[src/design/seq_consts.svh]
// constants of the start-up and fault sequencer: strap fields, reset values, timing
`ifndef SEQ_CONSTS_SVH
`define SEQ_CONSTS_SVH

`define CLK_MHZ 200
`define SS_MIN_NS 1000000
`define SS_STEPS 8'hC8
`define SS_STEP_CYC ((`SS_MIN_NS * `CLK_MHZ) / 1000 / 200)
`define LOW_DLY_NS 1000000
`define LOW_DLY_CYC_DEF ((`LOW_DLY_NS * `CLK_MHZ) / 1000)
`define HICCUP_NS 64'd16000000
`define HICCUP_CYC_DEF ((`HICCUP_NS * 64'd200) / 64'd1000)
`define MIN_ON_NS 50
`define MIN_ON_CYC_DEF ((`MIN_ON_NS * `CLK_MHZ + 999) / 1000)
`define STRAP_SETTLE_CYC 16
`define ADDR_FIXED 3'h1
`define ADDR_CCM_BIT 4
`define RAMP_TUNE_LSB 1
`define VOLT_SEL_LATCH_BIT 0
`define VOLT_SEL_CODE_LSB 1
`define MODE_TOPO_BIT 4
`define MODE_SS_LSB 0
`define RAMP_RST 8'h00
`define CNT_RST 32'h0000_0000

`endif

[src/design/seq_pkg.sv]
// types shared by the sequencer and its strap capture
package seq_pkg;

  // captured strap settings
  typedef struct packed {
    logic [6:0] bus_addr;
    logic       forced_ccm;
    logic [1:0] ramp_tune;
    logic [3:0] ref_code;
    logic       latch_off;
    logic       ramp_emul;
    logic [1:0] ss_sel;
  } strap_cfg_type;

  // analog comparator results
  typedef struct packed {
    logic fb_low;
    logic fb_high;
    logic fb_range;
    logic cur_pos_lim;
    logic cur_neg_lim;
    logic zero_cross;
    logic over_temp;
  } comp_type;

  typedef enum logic [5:0] {
    ST_OFF       = 6'h01,
    ST_SOFT      = 6'h02,
    ST_RUN       = 6'h04,
    ST_DISCH     = 6'h08,
    ST_LATCH_OFF = 6'h10,
    ST_LATCH_LOW = 6'h20
  } state_type;

endpackage

[src/design/strap_capture.sv]
// one-shot capture of the address, voltage-select and mode straps
`timescale 1ns/1ps
`default_nettype none
`include "seq_consts.svh"

module strap_capture #(
  parameter int unsigned SETTLE_CYC = `STRAP_SETTLE_CYC
) (
  input wire logic clk_in,
  input wire logic rst_b_in,
  input wire logic lockout_in,
  input wire logic [4:0] addr_strap_in,
  input wire logic [4:0] volt_strap_in,
  input wire logic [4:0] mode_strap_in,
  output var seq_pkg::strap_cfg_type cfg_out,
  output logic ready_out
);

  logic [15:0] settle_cnt_ff;
  logic ready_ff;
  logic take;
  seq_pkg::strap_cfg_type cfg_ff;

  // capture only once the supply has been above lockout long enough to settle
  assign take = !ready_ff && !lockout_in && (settle_cnt_ff == 16'(SETTLE_CYC - 1));

  // settle counter restarts whenever lockout returns before capture
  always_ff @(posedge clk_in or negedge rst_b_in) begin
    if (!rst_b_in) begin
      settle_cnt_ff <= 16'h0000;
    end else if (lockout_in) begin
      settle_cnt_ff <= 16'h0000;
    end else if (!ready_ff && !take) begin
      settle_cnt_ff <= settle_cnt_ff + 16'h0001;
    end
  end

  // ready only falls on a true power cycle, so straps are never re-read
  always_ff @(posedge clk_in or negedge rst_b_in) begin
    if (!rst_b_in) begin
      ready_ff <= 1'b0;
    end else if (take) begin
      ready_ff <= 1'b1;
    end
  end

  // decode of the three straps into held settings
  always_ff @(posedge clk_in or negedge rst_b_in) begin
    if (!rst_b_in) begin
      cfg_ff <= '0;
    end else if (take) begin
      cfg_ff.bus_addr <= {`ADDR_FIXED, addr_strap_in[3:0]};
      cfg_ff.forced_ccm <= addr_strap_in[`ADDR_CCM_BIT];
      cfg_ff.ramp_tune <= addr_strap_in[`RAMP_TUNE_LSB +: 2];
      cfg_ff.ref_code <= volt_strap_in[`VOLT_SEL_CODE_LSB +: 4];
      cfg_ff.latch_off <= volt_strap_in[`VOLT_SEL_LATCH_BIT];
      cfg_ff.ramp_emul <= mode_strap_in[`MODE_TOPO_BIT];
      cfg_ff.ss_sel <= mode_strap_in[`MODE_SS_LSB +: 2];
    end
  end

  assign cfg_out = cfg_ff;
  assign ready_out = ready_ff;

  property p_strap_hold;
    @(posedge clk_in) disable iff (!rst_b_in)
      ready_ff |=> (ready_ff && $stable(cfg_ff));
  endproperty
  a_strap_hold: assert property (p_strap_hold) else $error("straps changed after capture");

  property p_strap_wait;
    @(posedge clk_in) disable iff (!rst_b_in)
      (lockout_in && !ready_ff) |=> !ready_ff;
  endproperty
  a_strap_wait: assert property (p_strap_wait) else $error("straps taken under lockout");

endmodule // strap_capture

`default_nettype wire

[src/design/buck_startup_fault_sequencer.sv]
// start-up, soft-start and fault-protection sequencer of a step-down converter
`timescale 1ns/1ps
`default_nettype none
`include "seq_consts.svh"

// Operation
// - soft-start lasts 1, 2, 4 or 8 ms as the mode strap picks
// - once enabled, reference ramps from zero to strap level over soft-start
// - supply lockout keeps everything disabled whatever the enable input says
// - lockout does not latch; start-up resumes by itself when supply recovers
// - straps are sampled only after the supply is above lockout
// - high side stays off while valley current is above the limit
// - negative current limit of equal size guards the low side
// - feedback below 68 percent for 1 ms latches both drivers off
// - low-output protection is armed only after soft-start ends
// - feedback above 120 percent: high side off, low side discharges, cycling
// - discharge cycling ends after 1 ms below low threshold: low side latched on
// - latched faults clear only by power cycle or enable toggle, or in hiccup mode after the blanking time
// - out-of-range excursion at 8 percent raises no fault and no latch
// - out-of-range: low side forced on past zero current, negative limit active
// - over-temperature shuts off and restarts by itself, no latch
// - topology strap bit can disable the emulated ramp
// - two address strap bits fine-tune the ramp amplitude
// - strap ratios are read once at power-up, not continuously
// - bus address is fixed upper pattern plus four strap bits
// - address strap picks pulse skipping or forced continuous conduction
// - topology bit one means emulated ramp, zero plain ripple control
// - two low mode bits: 00 1 ms, 01 2 ms, 10 4 ms, 11 8 ms
// - voltage strap picks boot reference and latch-off versus hiccup restart
module buck_startup_fault_sequencer #(
  parameter int unsigned LOW_DLY_CYC = `LOW_DLY_CYC_DEF,
  parameter int unsigned HICCUP_CYC = 32'(`HICCUP_CYC_DEF),
  parameter int unsigned MIN_ON_CYC = `MIN_ON_CYC_DEF,
  parameter int unsigned SETTLE_CYC = `STRAP_SETTLE_CYC,
  parameter int unsigned SS_STEP_LEN = `SS_STEP_CYC
) (
  input wire logic CLK_SYS_IN,
  input wire logic RST_B_IN,
  input wire logic SUPPLY_LOCKOUT_IN,
  input wire logic ENABLE_THRESHOLD_IN,
  input wire logic ON_REQ_IN,
  input wire seq_pkg::comp_type COMP_IN,
  input wire logic [4:0] ADDR_STRAP_IN,
  input wire logic [4:0] VOLTAGE_SELECT_STRAP_IN,
  input wire logic [4:0] MODE_STRAP_IN,
  output logic HS_ON_OUT,
  output logic LS_ON_OUT,
  output logic [7:0] REF_RAMP_OUT,
  output logic SS_DONE_OUT,
  output logic FAULT_LATCHED_OUT,
  output logic STRAPS_READY_OUT,
  output var seq_pkg::strap_cfg_type STRAP_CFG_OUT
);

  seq_pkg::state_type state_ff;
  seq_pkg::state_type nxt_state;
  seq_pkg::strap_cfg_type cfg;
  logic straps_ready;
  logic run_ok;
  logic clear_req;
  logic [7:0] ramp_ff;
  logic [15:0] step_cnt_ff;
  logic [31:0] low_cnt_ff;
  logic [31:0] hic_cnt_ff;
  logic [31:0] on_cnt_ff;
  logic low_done;
  logic hic_done;
  logic on_min_done;
  logic hs_ff;
  logic ls_ff;
  logic nxt_hs;
  logic nxt_ls;
  logic ss_done_ff;
  logic fault_ff;

  // cycles per ramp step for the chosen soft-start length
  function automatic logic [15:0] step_len(input logic [1:0] sel);
    step_len = 16'(SS_STEP_LEN) << sel;
  endfunction

  // latched fault check, used by the hiccup counter and the fault flag
  function automatic logic is_latched(input seq_pkg::state_type st);
    is_latched = (st == seq_pkg::ST_LATCH_OFF) || (st == seq_pkg::ST_LATCH_LOW);
  endfunction

  strap_capture #(
    .SETTLE_CYC(SETTLE_CYC)
  ) i_strap_capture (
    .clk_in(CLK_SYS_IN),
    .rst_b_in(RST_B_IN),
    .lockout_in(SUPPLY_LOCKOUT_IN),
    .addr_strap_in(ADDR_STRAP_IN),
    .volt_strap_in(VOLTAGE_SELECT_STRAP_IN),
    .mode_strap_in(MODE_STRAP_IN),
    .cfg_out(cfg),
    .ready_out(straps_ready)
  );

  // run permission; lockout overrides enable, temperature is self-clearing
  assign run_ok = straps_ready && !SUPPLY_LOCKOUT_IN && ENABLE_THRESHOLD_IN &&
                  !COMP_IN.over_temp;
  // apart from the hiccup retry, only a supply drop or enable release frees a latched fault
  assign clear_req = SUPPLY_LOCKOUT_IN || !ENABLE_THRESHOLD_IN;
  assign low_done = COMP_IN.fb_low && (low_cnt_ff == 32'(LOW_DLY_CYC - 1));
  assign hic_done = hic_cnt_ff == 32'(HICCUP_CYC - 1);
  assign on_min_done = on_cnt_ff == 32'(MIN_ON_CYC - 1);

  // sequencing state machine
  always_comb begin
    nxt_state = state_ff;
    unique case (state_ff)
      seq_pkg::ST_OFF: begin
        if (run_ok) begin
          nxt_state = seq_pkg::ST_SOFT;
        end
      end
      seq_pkg::ST_SOFT: begin
        if (!run_ok) begin
          nxt_state = seq_pkg::ST_OFF;
        end else if (COMP_IN.fb_high) begin
          nxt_state = seq_pkg::ST_DISCH;
        end else if (ramp_ff == `SS_STEPS) begin
          nxt_state = seq_pkg::ST_RUN;
        end
      end
      seq_pkg::ST_RUN: begin
        if (!run_ok) begin
          nxt_state = seq_pkg::ST_OFF;
        end else if (COMP_IN.fb_high) begin
          nxt_state = seq_pkg::ST_DISCH;
        end else if (low_done) begin
          nxt_state = seq_pkg::ST_LATCH_OFF;
        end
      end
      seq_pkg::ST_DISCH: begin
        if (!run_ok) begin
          nxt_state = seq_pkg::ST_OFF;
        end else if (low_done) begin
          nxt_state = seq_pkg::ST_LATCH_LOW;
        end
      end
      seq_pkg::ST_LATCH_OFF, seq_pkg::ST_LATCH_LOW: begin
        if (clear_req) begin
          nxt_state = seq_pkg::ST_OFF;
        end else if (!cfg.latch_off && hic_done && run_ok) begin
          nxt_state = seq_pkg::ST_SOFT;
        end
      end
      default: begin
        nxt_state = seq_pkg::ST_OFF;
      end
    endcase
  end

  // state register
  always_ff @(posedge CLK_SYS_IN or negedge RST_B_IN) begin
    if (!RST_B_IN) begin
      state_ff <= seq_pkg::ST_OFF;
    end else begin
      state_ff <= nxt_state;
    end
  end

  // reference ramp: 200 equal steps from zero, so length scales with step time
  always_ff @(posedge CLK_SYS_IN or negedge RST_B_IN) begin
    if (!RST_B_IN) begin
      ramp_ff <= `RAMP_RST;
      step_cnt_ff <= 16'h0000;
    end else if (nxt_state == seq_pkg::ST_SOFT && state_ff != seq_pkg::ST_SOFT) begin
      ramp_ff <= `RAMP_RST;
      step_cnt_ff <= 16'h0000;
    end else if (state_ff == seq_pkg::ST_SOFT && nxt_state == seq_pkg::ST_SOFT &&
                 ramp_ff != `SS_STEPS) begin
      if (step_cnt_ff == step_len(cfg.ss_sel) - 16'h0001) begin
        step_cnt_ff <= 16'h0000;
        ramp_ff <= ramp_ff + 8'h01;
      end else begin
        step_cnt_ff <= step_cnt_ff + 16'h0001;
      end
    end else if (nxt_state == seq_pkg::ST_OFF) begin
      ramp_ff <= `RAMP_RST;
      step_cnt_ff <= 16'h0000;
    end
  end

  // low-output delay counter; held at zero during soft-start
  always_ff @(posedge CLK_SYS_IN or negedge RST_B_IN) begin
    if (!RST_B_IN) begin
      low_cnt_ff <= `CNT_RST;
    end else if ((state_ff == seq_pkg::ST_RUN || state_ff == seq_pkg::ST_DISCH) &&
                 COMP_IN.fb_low && !low_done) begin
      low_cnt_ff <= low_cnt_ff + 32'h0000_0001;
    end else begin
      low_cnt_ff <= `CNT_RST;
    end
  end

  // hiccup blanking while a fault is latched in hiccup mode
  always_ff @(posedge CLK_SYS_IN or negedge RST_B_IN) begin
    if (!RST_B_IN) begin
      hic_cnt_ff <= `CNT_RST;
    end else if (is_latched(state_ff) && !cfg.latch_off && !hic_done) begin
      hic_cnt_ff <= hic_cnt_ff + 32'h0000_0001;
    end else if (!is_latched(state_ff)) begin
      hic_cnt_ff <= `CNT_RST;
    end
  end

  // high-side on-time counter enforcing the minimum pulse
  always_ff @(posedge CLK_SYS_IN or negedge RST_B_IN) begin
    if (!RST_B_IN) begin
      on_cnt_ff <= `CNT_RST;
    end else if (hs_ff && !on_min_done) begin
      on_cnt_ff <= on_cnt_ff + 32'h0000_0001;
    end else if (!hs_ff) begin
      on_cnt_ff <= `CNT_RST;
    end
  end

  // gate commands; the two never assert together since ls is off whenever hs is
  always_comb begin
    nxt_hs = 1'b0;
    nxt_ls = 1'b0;
    unique case (nxt_state)
      seq_pkg::ST_SOFT, seq_pkg::ST_RUN: begin
        if (hs_ff) begin
          nxt_hs = !on_min_done || ON_REQ_IN;
        end else begin
          nxt_hs = ON_REQ_IN && !COMP_IN.cur_pos_lim;
        end
        if (!nxt_hs) begin
          // out-of-range skips diode emulation but keeps the negative limit
          nxt_ls = !COMP_IN.cur_neg_lim && (COMP_IN.fb_range || cfg.forced_ccm ||
                   !COMP_IN.zero_cross);
        end
      end
      seq_pkg::ST_DISCH: begin
        if (state_ff != seq_pkg::ST_DISCH) begin
          nxt_ls = !COMP_IN.cur_neg_lim;
        end else if (hs_ff) begin
          nxt_hs = !on_min_done;
          nxt_ls = on_min_done && !COMP_IN.cur_neg_lim;
        end else if (COMP_IN.cur_neg_lim || !ls_ff) begin
          nxt_hs = COMP_IN.cur_neg_lim;
          nxt_ls = !COMP_IN.cur_neg_lim;
        end else begin
          nxt_ls = 1'b1;
        end
      end
      seq_pkg::ST_LATCH_LOW: begin
        nxt_ls = 1'b1;
      end
      seq_pkg::ST_OFF, seq_pkg::ST_LATCH_OFF: begin
        nxt_ls = 1'b0;
      end
    endcase
  end

  // driver registers
  always_ff @(posedge CLK_SYS_IN or negedge RST_B_IN) begin
    if (!RST_B_IN) begin
      hs_ff <= 1'b0;
      ls_ff <= 1'b0;
    end else begin
      hs_ff <= nxt_hs;
      ls_ff <= nxt_ls;
    end
  end

  // status flags
  always_ff @(posedge CLK_SYS_IN or negedge RST_B_IN) begin
    if (!RST_B_IN) begin
      ss_done_ff <= 1'b0;
      fault_ff <= 1'b0;
    end else begin
      ss_done_ff <= (nxt_state == seq_pkg::ST_RUN) || (nxt_state == seq_pkg::ST_DISCH &&
                    ss_done_ff);
      fault_ff <= is_latched(nxt_state);
    end
  end

  assign HS_ON_OUT = hs_ff;
  assign LS_ON_OUT = ls_ff;
  assign REF_RAMP_OUT = ramp_ff;
  assign SS_DONE_OUT = ss_done_ff;
  assign FAULT_LATCHED_OUT = fault_ff;
  assign STRAPS_READY_OUT = straps_ready;
  assign STRAP_CFG_OUT = cfg;

  property p_lockout_off;
    @(posedge CLK_SYS_IN) disable iff (!RST_B_IN)
      SUPPLY_LOCKOUT_IN |=> (state_ff == seq_pkg::ST_OFF && !hs_ff && !ls_ff);
  endproperty
  a_lockout_off: assert property (p_lockout_off) else $error("active under lockout");

  property p_auto_restart;
    @(posedge CLK_SYS_IN) disable iff (!RST_B_IN)
      (state_ff == seq_pkg::ST_OFF && run_ok) |=> (state_ff == seq_pkg::ST_SOFT);
  endproperty
  a_auto_restart: assert property (p_auto_restart) else $error("no restart");

  property p_valley;
    @(posedge CLK_SYS_IN) disable iff (!RST_B_IN)
      (!hs_ff && COMP_IN.cur_pos_lim && !COMP_IN.cur_neg_lim && state_ff != seq_pkg::ST_DISCH)
      |=> !hs_ff;
  endproperty
  a_valley: assert property (p_valley) else $error("high side on above limit");

  property p_neg_lim;
    @(posedge CLK_SYS_IN) disable iff (!RST_B_IN)
      (COMP_IN.cur_neg_lim && nxt_state != seq_pkg::ST_LATCH_LOW) |=> !ls_ff;
  endproperty
  a_neg_lim: assert property (p_neg_lim) else $error("low side past negative limit");

  property p_low_latch;
    @(posedge CLK_SYS_IN) disable iff (!RST_B_IN)
      (state_ff == seq_pkg::ST_RUN && run_ok && !COMP_IN.fb_high && low_done)
      |=> (fault_ff && !hs_ff && !ls_ff);
  endproperty
  a_low_latch: assert property (p_low_latch) else $error("low fault not latched");

  property p_low_blank;
    @(posedge CLK_SYS_IN) disable iff (!RST_B_IN)
      (state_ff == seq_pkg::ST_SOFT) |-> (low_cnt_ff == `CNT_RST && !fault_ff);
  endproperty
  a_low_blank: assert property (p_low_blank) else $error("low check during soft-start");

  property p_high_enter;
    @(posedge CLK_SYS_IN) disable iff (!RST_B_IN)
      (state_ff == seq_pkg::ST_RUN && run_ok && COMP_IN.fb_high) |=>
      (state_ff == seq_pkg::ST_DISCH && !hs_ff);
  endproperty
  a_high_enter: assert property (p_high_enter) else $error("high fault not handled");

  property p_disch_latch;
    @(posedge CLK_SYS_IN) disable iff (!RST_B_IN)
      (state_ff == seq_pkg::ST_DISCH && run_ok && low_done) |=> (ls_ff && !hs_ff && fault_ff);
  endproperty
  a_disch_latch: assert property (p_disch_latch) else $error("discharge not latched");

  property p_fault_clear;
    @(posedge CLK_SYS_IN) disable iff (!RST_B_IN)
      (fault_ff && !ENABLE_THRESHOLD_IN) |=> !fault_ff ##1 (state_ff == seq_pkg::ST_OFF);
  endproperty
  a_fault_clear: assert property (p_fault_clear) else $error("fault not cleared");

  property p_temp_off;
    @(posedge CLK_SYS_IN) disable iff (!RST_B_IN)
      (COMP_IN.over_temp && !fault_ff) |=> (state_ff == seq_pkg::ST_OFF && !hs_ff && !fault_ff);
  endproperty
  a_temp_off: assert property (p_temp_off) else $error("no thermal shutdown");

endmodule // buck_startup_fault_sequencer

`default_nettype wire

[config.mk]
export PLATFORM = sky130hd
export DESIGN_NAME = buck_startup_fault_sequencer
export DESIGN_NICKNAME = d
export VERILOG_FILES = /design/src/design/seq_pkg.sv /design/src/design/strap_capture.sv /design/src/design/buck_startup_fault_sequencer.sv
export VERILOG_INCLUDE_DIRS = /design/src /design/src/design
export SDC_FILE = /design/constraint.sdc
export NUM_CORES = 1
export LEC_CHECK = 0
export BUFFER_PORTS_ARGS = -buffer_cell sky130_fd_sc_hd__buf_4
export CORE_UTILIZATION = 40
export DETAILED_ROUTE_END_ITERATION = 6
export PLACE_DENSITY_LB_ADDON = 0.05
export SLEW_MARGIN = 20
export SYNTH_ARGS = -nofsm -noshare
export SYNTH_HDL_FRONTEND = slang
export SYNTH_HIERARCHICAL = 1
export SYNTH_SLANG_ARGS = --single-unit
[constraint.sdc]
create_clock -name CLK_SYS_IN -period 3.3 [get_ports CLK_SYS_IN]
set_clock_uncertainty 0.2 [all_clocks]
set_input_delay 0.33 -clock CLK_SYS_IN [delete_from_list [all_inputs] [get_ports CLK_SYS_IN]]
set_output_delay 0.33 -clock CLK_SYS_IN [all_outputs]
set_load 0.01 [all_outputs]
# [Word-level counts from Yosys, hierarchy flattened]
# Cells that the tools add are included.
[word_totals] register_bits=163 input_bits=27 out_inout_bits=31 word_cells=138
[classes] addsub=7 eq_ne=24 shift=1 muxes=38 n_reduce_logical=49
[ops] op="2-to-1 mux 32 bit" count=5
[ops] op="adder 32 x 1 -> 32 bit (second input constant)" count=3
[ops] op="2-to-1 mux 16 bit" count=6
[ops] op="2-to-1 mux 6 bit" count=11
[ops] op="adder 16 x 1 -> 16 bit (second input constant)" count=2
[ops] op="equality test 32 x 18 -> 1 bit (second input constant)" count=1
[ops] op="equality test 32 x 22 -> 1 bit (second input constant)" count=1
[ops] op="equality test 32 x 4 -> 1 bit (second input constant)" count=1
[ops] op="2-to-1 mux 8 bit" count=4
[ops] op="one-hot mux 6 bit (5 select lines)" count=1
[ops] op="logical AND 1 bit" count=21
[ops] op="equality test 16 bit" count=1
[ops] op="equality test 16 x 4 -> 1 bit (second input constant)" count=1
[ops] op="left shift 10 x 2 -> 16 bit (first input constant)" count=1
[ops] op="subtractor 16 x 1 -> 16 bit (second input constant)" count=1
[ops] op="logical NOT 1 bit" count=13
[ops] op="equality test 6 x 1 -> 1 bit (second input constant)" count=2
[ops] op="equality test 6 x 2 -> 1 bit (second input constant)" count=2
[ops] op="equality test 6 x 3 -> 1 bit (second input constant)" count=2
[ops] op="equality test 6 x 4 -> 1 bit (second input constant)" count=2
[ops] op="equality test 6 x 5 -> 1 bit (second input constant)" count=2
[ops] op="equality test 6 bit (second input constant)" count=2
[ops] op="logical OR 1 bit" count=9
[ops] op="2-to-1 mux 1 bit" count=9
[ops] op="other kinds (13)" count=16

# [Longest topological paths before layout]
# Gate-level depths: netlist of run 1.
[logic_depth] depth_word=13 ltp_mapped=12 ltp_nobuf=10

# [By module]
# The synthesis of run 1 kept the hierarchy.
[by_module_without_submodules] mod="buck_startup_fault_sequencer" instances=1 cells_per_inst=772 area_each_um2=7080.5
[by_module_without_submodules] mod="strap_capture" instances=1 cells_per_inst=128 area_each_um2=1467.7

# [Worst setup path before layout of run 1]
# No wires, ideal clock.
[synth_path] path_kind="register to register" from="reg low_cnt_ff[14]" to="reg step_cnt_ff[10]" arrival_ps=2493 slack_ps=526 path_stages_with_launch=10 synth_period_minus_slack_ps=2774 path_cell_list="dfrtp_1 -> nor4_2 -> nand4_1 -> or4_1 -> a2111o_1 -> and2_4 -> or2_1 -> buf_6 -> buf_12 -> a31oi_2"
[synth_via] elab_chain_len=11 word_cells_on_any_way=16
[synth_lines] item="start, declared" line="buck_startup_fault_sequencer.sv:63" text="logic [31:0] low_cnt_ff;"
[synth_lines] item="start signal, assigned" line="buck_startup_fault_sequencer.sv:189" text="low_cnt_ff <= `CNT_RST;"
[synth_lines] item="start signal, assigned" line="buck_startup_fault_sequencer.sv:192" text="low_cnt_ff <= low_cnt_ff + 32'h0000_0001;"
[synth_lines] item="start signal, assigned" line="buck_startup_fault_sequencer.sv:194" text="low_cnt_ff <= `CNT_RST;"
[synth_lines] item="equality test 32 x 18 -> 1 bit (*)" line="buck_startup_fault_sequencer.sv:104" text="assign low_done = COMP_IN.fb_low && (low_cnt_ff == 32'(LOW_DLY_CYC - 1));"
[synth_lines] item="logical AND 1 bit (*)" line="buck_startup_fault_sequencer.sv:104"
[synth_lines] item="2-to-1 mux 6 bit" line="buck_startup_fault_sequencer.sv:131" text="end else if (low_done) begin"
[synth_lines] item="2-to-1 mux 6 bit" line="buck_startup_fault_sequencer.sv:129" text="end else if (COMP_IN.fb_high) begin"
[synth_lines] item="2-to-1 mux 6 bit" line="buck_startup_fault_sequencer.sv:127" text="if (!run_ok) begin"
[synth_lines] item="one-hot mux 6 bit (5 select lines) (*)" line="buck_startup_fault_sequencer.sv:111" text="unique case (state_ff)"
[synth_lines] item="net nxt_state[1]" line="buck_startup_fault_sequencer.sv:56" text="seq_pkg::state_type nxt_state;"
[synth_lines] item="equality test 6 x 2 -> 1 bit" line="buck_startup_fault_sequencer.sv:169, buck_startup_fault_sequencer.sv:172"
[synth_lines] item="logical AND 1 bit" line="buck_startup_fault_sequencer.sv:172" text="end else if (state_ff == seq_pkg::ST_SOFT && nxt_state == seq_pkg::ST_SOFT &&"
[synth_lines] item="logical AND 1 bit (no line)"
[synth_lines] item="2-to-1 mux 16 bit" line="buck_startup_fault_sequencer.sv:172"
[synth_lines] item="2-to-1 mux 16 bit" line="buck_startup_fault_sequencer.sv:169" text="end else if (nxt_state == seq_pkg::ST_SOFT && state_ff != seq_pkg::ST_SOFT) begin"
[synth_lines] item="end signal, assigned" line="buck_startup_fault_sequencer.sv:178" text="step_cnt_ff <= step_cnt_ff + 16'h0001;"
[synth_lines] item="end, declared" line="buck_startup_fault_sequencer.sv:62" text="logic [15:0] step_cnt_ff;"
# Mark *: on every way through the listed nets, which the timed path passes. The rest lies on a longest branch.
# A chain may end at the register's enable or synchronous reset.

# [Worst setup path in the final report of run 1]
[layout_path] from="reg low_cnt_ff[27]" to="reg step_cnt_ff[15]"
# The elaborated chain is that of the path after synthesis.

==> flow_metrics.tcl, run 1 <==
set metrics [dict create \
    drv_slew 0 \
    path_buf_inv 1 \
    tightest_slew_ns 0.8021 \
    syn_avg_cell_area_um2 9.498 \
    gp_congestion 0.8540 \
    io_buffers 53 \
    synth_area_mm2 0.008548 \
    maxCapViolCount 0 \
    dp_cells 1216 \
    layout_commonest_cell "dfrtp_1" \
    worstPathRequired_ns 3.43 \
    totalWireLength_um 18700 \
    synth_top_area_cell "dfrtp_1" \
    cp_top_family "simple AND/OR/NAND/NOR gates" \
    syn-instance-count 900 \
    crit_fanout 16 \
    clk_latency_ns 0.42 \
    synth_seq_cells 160 \
    run_status "complete, no violations" \
    grt_max_degree 65 \
    via_count 6729 \
    tns_ns 0 \
    post_cts_buffers 0 \
    dr.pass1.iters 5 \
    rsz0062_at_grt "no" \
    post_dp_cell_area_mm2 0.009265 \
    numCtsBuffers 17 \
    ys_top_cells_by_area "dfrtp_1 (47%), xor2_1 (4.6%), nor2_1 (4.5%)" \
    syn2layout_area_growth_pct 17.77 \
    final.min_clock_period_ns 2.968 \
    ir_worst_vdd_mv 0.3785 \
    io_pins 58 \
    worstPathCellList "nor4_1, nand3_1, or4_1, a2111o_1, and2_4, or2_1, buf_4, o221ai_1" \
    synth_top_area_share_pct 46.55 \
    drt_iter0_markers 341 \
    cts.sinks 160 \
    tritoncts "done" \
    startpoint_type "flip-flop" \
    grt_usage_pct 18.37 \
    synth_cell_type_count 71 \
    cp-end-kind "flip-flop" \
    cts.reportedPaths.clkPinSlew_ns 0.06 \
    critPathMaxStageDelay_ns 0.60 \
    setup-violations-final 0 \
    antenna_cells 0 \
    nets 1012 \
    yosys_warnings 6 \
    rows 53 \
    die_area_mm2 0.02196 \
    core-area_mm2 0.02096 \
    path_class "reg -> reg" \
    gr-total-overflow 0 \
    die_w_um 148.2 \
    finish.utilization_pct 48.04 \
    grt_pass1_vias 6558 \
    leakage_nw 4.365 \
    final_cell_mix "dfrtp_1 (159), nor2_1 (103), buf_4 (70)" \
    synth-edff-count 0 \
    arrival_ns 3.10 \
    htree_num_levels 4 \
    via_per_inst 5.336 \
    hold_viol_final 0 \
    power_density_mw_per_mm2 446.3 \
    cts.path.max_buffers 2 \
    initial_core_util_pct 40.79 \
    seq_area_frac_synth_pct 46.85 \
    routedWlPerCell_um 14.83 \
    synthFlopType "dfrtp_1" \
    grt_pass1_wl_um 32650 \
    final_cells 1261 \
    crit_slowest_cell "or4_1" \
    drive_gt1_share_pct 13.29 \
    hp-class "in -> reg" \
    hold_ws_ns 0.06168 \
    maxSlewHeadroom_pct 46.03 \
    final_antenna_net_count 0 \
    clock-root-buffer "clkbuf_16" \
    min_period_over_period_pct 89.95 \
    die_y_um 148.2 \
    hpwl_um 12950 \
    drc 0 \
    clock.fmax_mhz 336.9 \
    async_flop_share_pct 100.0 \
    final_area_mm2 0.01007 \
    grt_antenna_before_repair 0 \
]
==> worst register-to-register path: stages, from the launching register on <==
cell      delay (ns)
dfrtp_1         0.45
nor4_1          0.27
nand3_1         0.19
or4_1           0.60
a2111o_1        0.41
and2_4          0.16
or2_1           0.20
buf_4           0.21
o221ai_1        0.19
==> cell usage after synthesis, types with 3 or more instances <==
| cell | n |
|---|---|
| mux2_2 | 7 |
| and2_1 | 8 |
| nor2b_1 | 11 |
| o211ai_1 | 5 |
| or3_1 | 19 |
| a31oi_2 | 6 |
| o21ai_0 | 45 |
| o31ai_1 | 8 |
| and4_1 | 15 |
| nand2b_1 | 15 |
| dfrtp_1 | 159 |
| nand2_1 | 54 |
| inv_1 | 34 |
| nand3b_1 | 4 |
| o21ai_1 | 3 |
| nor4b_1 | 8 |
| a211oi_1 | 3 |
| nand3_1 | 67 |
| o22ai_1 | 4 |
| buf_4 | 6 |
| a21oi_1 | 36 |
| nand4_1 | 31 |
| ha_1 | 11 |
| nor3_1 | 20 |
| xor2_1 | 45 |
| nor2_1 | 103 |
| or2_2 | 4 |
| mux2i_1 | 7 |
| mux2_1 | 10 |
| and3b_1 | 3 |
| a31oi_1 | 9 |
| and3_1 | 27 |
| clkbuf_1 | 19 |
| or4_1 | 3 |
| nor4_1 | 18 |
| xnor2_1 | 27 |
| nor3b_1 | 3 |
==> where the power goes <==
group	switching, W	internal, W	total (W)
sequential	0.0000158	0.00198	0.00199
clock	0.000821	0.00139	0.00221
combinational	0.000194	0.000101	0.000295
total	0.00103	0.00346	0.00449
==> cells by family (layout without fill, tap and decap cells) <==
logic type,count (synthesis),in the layout,synth area share [%]
simple gates,424,424,26.62
flops,160,160,46.85
compound gates,140,140,10.44
xor+xnor,72,72,7.377
buf+inv,67,152,3.732
mux,25,25,3.323
fa+ha+maj,11,11,1.610
other cells,1,2,0.04387
==> per-stage QoR <==
| step | total power [W] | setup slack [ns] |
|---|---|---|
| finish | 0.004493 | 0.3317 |
| global route | 0.004674 | 0.09998 |
| CTS | 0.004552 | 0.3069 |
| detailed placement | 0.002313 | 0.3346 |
| global placement | 0.002316 | 0.3525 |
| floorplan | 0.002232 | 0.5259 |
==> timing repair <==
item	4_1_cts	5_1_grt
endpoints found under the setup margin	0	0
resized for setup	0	0
hold buffers	14	0
endpoints found under the hold margin	74	0
==> routing by layer <==
metal / GRT usage (%) / wire length, um / up-vias
li1: - / - / 3358
met1: 26.35 / 9538 / 3266
met2: 28.19 / 8371 / 90
met3: 3.896 / 618 / 15
met4: 4.381 / 172 / 0
met5: 0 / 0 / -
==> cell type report <==
class / count / area, um2
inverter: 35 / 131.4
clock buffer: 19 / 452.9
timing repair buffer: 86 / 696.9
clock inverter: 12 / 209.0
tap: 275 / 344.1
fill: 2057 / 10890
multi-input combinational: 674 / 4228
sequential: 160 / 4005
==> state kept, by name, summed over array words and instances, names as in the netlist <==
name / flops
i_strap_capture/settle_cnt_ff: 16
i_strap_capture/cfg_out: 13
step_cnt_ff: 16
REF_RAMP_OUT: 8
i_strap_capture/ready_out: 1
SS_DONE_OUT: 1
low_cnt_ff: 32
hic_cnt_ff: 32
on_cnt_ff: 32
state_ff: 6
HS_ON_OUT: 1
LS_ON_OUT: 1
FAULT_LATCHED_OUT: 1
==> worst paths after layout <==
| check | start | to | slack, ns | cells after the start |
|---|---|---|---|---|
| max in group asynchronous | RST_B_IN | on_cnt_ff[9] | 1.82 | 3 |
| worst max register to register | low_cnt_ff[27] | step_cnt_ff[15] | 0.33 | 8 |
| worst min register to register | i_strap_capture/cfg_out[11] | i_strap_capture/cfg_out[11] | 0.29 | 1 |
| worst max-delay path | low_cnt_ff[27] | step_cnt_ff[15] | 0.33 | 8 |
| worst min-delay path | ON_REQ_IN | HS_ON_OUT | 0.06 | 3 |
| min in group asynchronous | RST_B_IN | hic_cnt_ff[2] | 0.23 | 2 |
No activity file was read; power rests on OpenSTA's default activity.
==> run 2, diff against run 1 <==
--- a/config.mk
+++ b/config.mk
@@ -7,8 +7,9 @@
 export NUM_CORES = 1
 export LEC_CHECK = 0
 export BUFFER_PORTS_ARGS = -buffer_cell sky130_fd_sc_hd__buf_4
-export CORE_UTILIZATION = 40
+export CORE_UTILIZATION = 50
 export DETAILED_ROUTE_END_ITERATION = 6
+export HOLD_SLACK_MARGIN = 0.15
 export PLACE_DENSITY_LB_ADDON = 0.05
 export SLEW_MARGIN = 20
 export SYNTH_ARGS = -nofsm -noshare
==> flow_metrics.tcl, run 2 (synthesis results as in run 1) <==
set metrics [dict create \
    initial_core_util_pct 51.36 \
    leakage_nw 4.333 \
    ir_worst_vdd_mv 0.3672 \
    cts.sinks 160 \
    grt_usage_pct 22.21 \
    pwr-share-clk_pct 45.3 \
    clock.fmax_mhz 336.6 \
    tightest_slew_ns 0.8572 \
    die_y_um 132.8 \
    intPower_w 0.003150 \
    grt_max_degree 81 \
    worstPathRequired_ns 3.43 \
    rows 47 \
    die_area_mm2 0.01762 \
    die_w_um 132.8 \
    grt_pass1_vias 6784 \
    hp-class "in -> reg" \
    syn2layout_area_growth_pct 16.66 \
    startpoint_type "flip-flop" \
    grtUsageMet2_pct 36.49 \
    cts.path.max_buffers 2 \
    setup-violations-final 0 \
    busiest_layer "met2" \
    via_per_inst 5.656 \
    clk_latency_ns 0.42 \
    nFillCells 1476 \
    io_pins 58 \
    p_sw_share_pct 24.80 \
    hpwl_um 12620 \
    nets 1016 \
    gr-total-overflow 0 \
    dr.pass1.iters 4 \
    maxCapViolCount 0 \
    cp-end-kind "flip-flop" \
    reg2reg_depth 9 \
    p_comb_share_pct 7.1 \
    tritoncts "done" \
    hold_ws_ns 0.2614 \
    io_buffers 53 \
    arrival_ns 3.11 \
    gp_congestion 0.8505 \
    regArea_mm2 0.004005 \
    min_period_over_period_pct 90.04 \
    top_regs "hic_cnt_ff: 32 flops, low_cnt_ff: 32 flops, on_cnt_ff: 32 flops" \
    maxSlewHeadroom_pct 42.59 \
    post_cts_buffers 0 \
    via_count 6850 \
    crit_fanout 16 \
    final_cells 1211 \
    layout_commonest_cell "dfrtp_1" \
    setup_ws_ns 0.3287 \
    routedWlPerCell_um 15.25 \
    final.min_clock_period_ns 2.971 \
    htree_num_levels 4 \
    grt_antenna_before_repair 0 \
    drc 0 \
    drv_slew 0 \
    rsz0062_at_grt "no" \
    tns_ns 0 \
    use_met3_pct 4.904 \
    numCtsBuffers 17 \
    final_cell_mix "dfrtp_1 (159), nor2_1 (103), nand3_1 (67)" \
    holdBufCountCts 22 \
    core-area_mm2 0.01664 \
    multi_input_area_mm2 0.004228 \
    dp_cells 1157 \
    met1_usage_pct 29.12 \
    drive_gt1_share_pct 12.92 \
    hold_viol_final 0 \
    p_sw_w 0.001039 \
    cts.reportedPaths.clkPinSlew_ns 0.07 \
    p_seq_share_pct 47.6 \
    cts_repair_resize_count 0 \
    path_class "reg -> reg" \
    grt_pass1_wl_um 31880 \
    final_antenna_net_count 0 \
    drt_iter0_markers 316 \
    power_density_mw_per_mm2 420.1 \
    power_w 0.004189 \
    dp_slack_ns 0.3356 \
    clock-root-buffer "clkbuf_16" \
    antenna_cells 0 \
    hold_depth 4 \
    totalWireLength_um 18470 \
    run_status "complete, no violations" \
]
[run 2: stage by stage]
step,util (%),instance area [um2]
after floorplan,-,8552
after global placement,55.15,9179
after detailed placement,55.15,9179
after CTS,59.92,9972
after global routing,59.92,9972
final,59.92,9972
[run 2: routing by layer]
metal  wire length (um)  share of wire, %
met1               8737                47
met3                584               3.2
met5                  0                 0
met2               8843                48
met4                301               1.6
[run 2: worst max-delay path: stages (launching register included)]
cell,delay [ns]
dfrtp_1,0.45
nor4b_1,0.34
nand4_1,0.19
or4_1,0.50
a21o_1,0.18
a32oi_2,0.34
inv_2,0.07
or2_1,0.23
buf_4,0.21
o221ai_1,0.18
[run 2: power by group through the flow]
| stage | logic (W) | registers (W) | clock network [W] |
|---|---|---|---|
| after global routing | 0.000337 | 0.00199 | 0.00203 |
| after floorplan | 0.000210 | 0.00202 | 0 |
| after CTS | 0.000302 | 0.00199 | 0.00195 |
| after detailed placement | 0.000279 | 0.00203 | 0 |
| after global placement | 0.000276 | 0.00203 | 0 |
| final | 0.000299 | 0.00199 | 0.00190 |
[run 2: path summary, 6_finish.rpt]
path	startpoint	endpoint	slack, ns
max	low_cnt_ff[9]	step_cnt_ff[15]	0.33
min	COMP_IN[6]	low_cnt_ff[1]	0.26
max reg2reg	low_cnt_ff[9]	step_cnt_ff[15]	0.33
min reg2reg	low_cnt_ff[0]	low_cnt_ff[0]	0.29
max in group asynchronous	RST_B_IN	state_ff[0]	1.81
min in group asynchronous	RST_B_IN	hic_cnt_ff[22]	0.31
[run 2: cell type report]
type / count / area share [%]
Tap cell: 220 / 2.760
Clock inverter: 14 / 1.343
Clock buffer: 18 / 4.404
Multi-Input combinational cell: 674 / 42.40
Sequential cell: 160 / 40.16
Inverter: 35 / 1.317
Timing Repair Buffer: 90 / 7.616
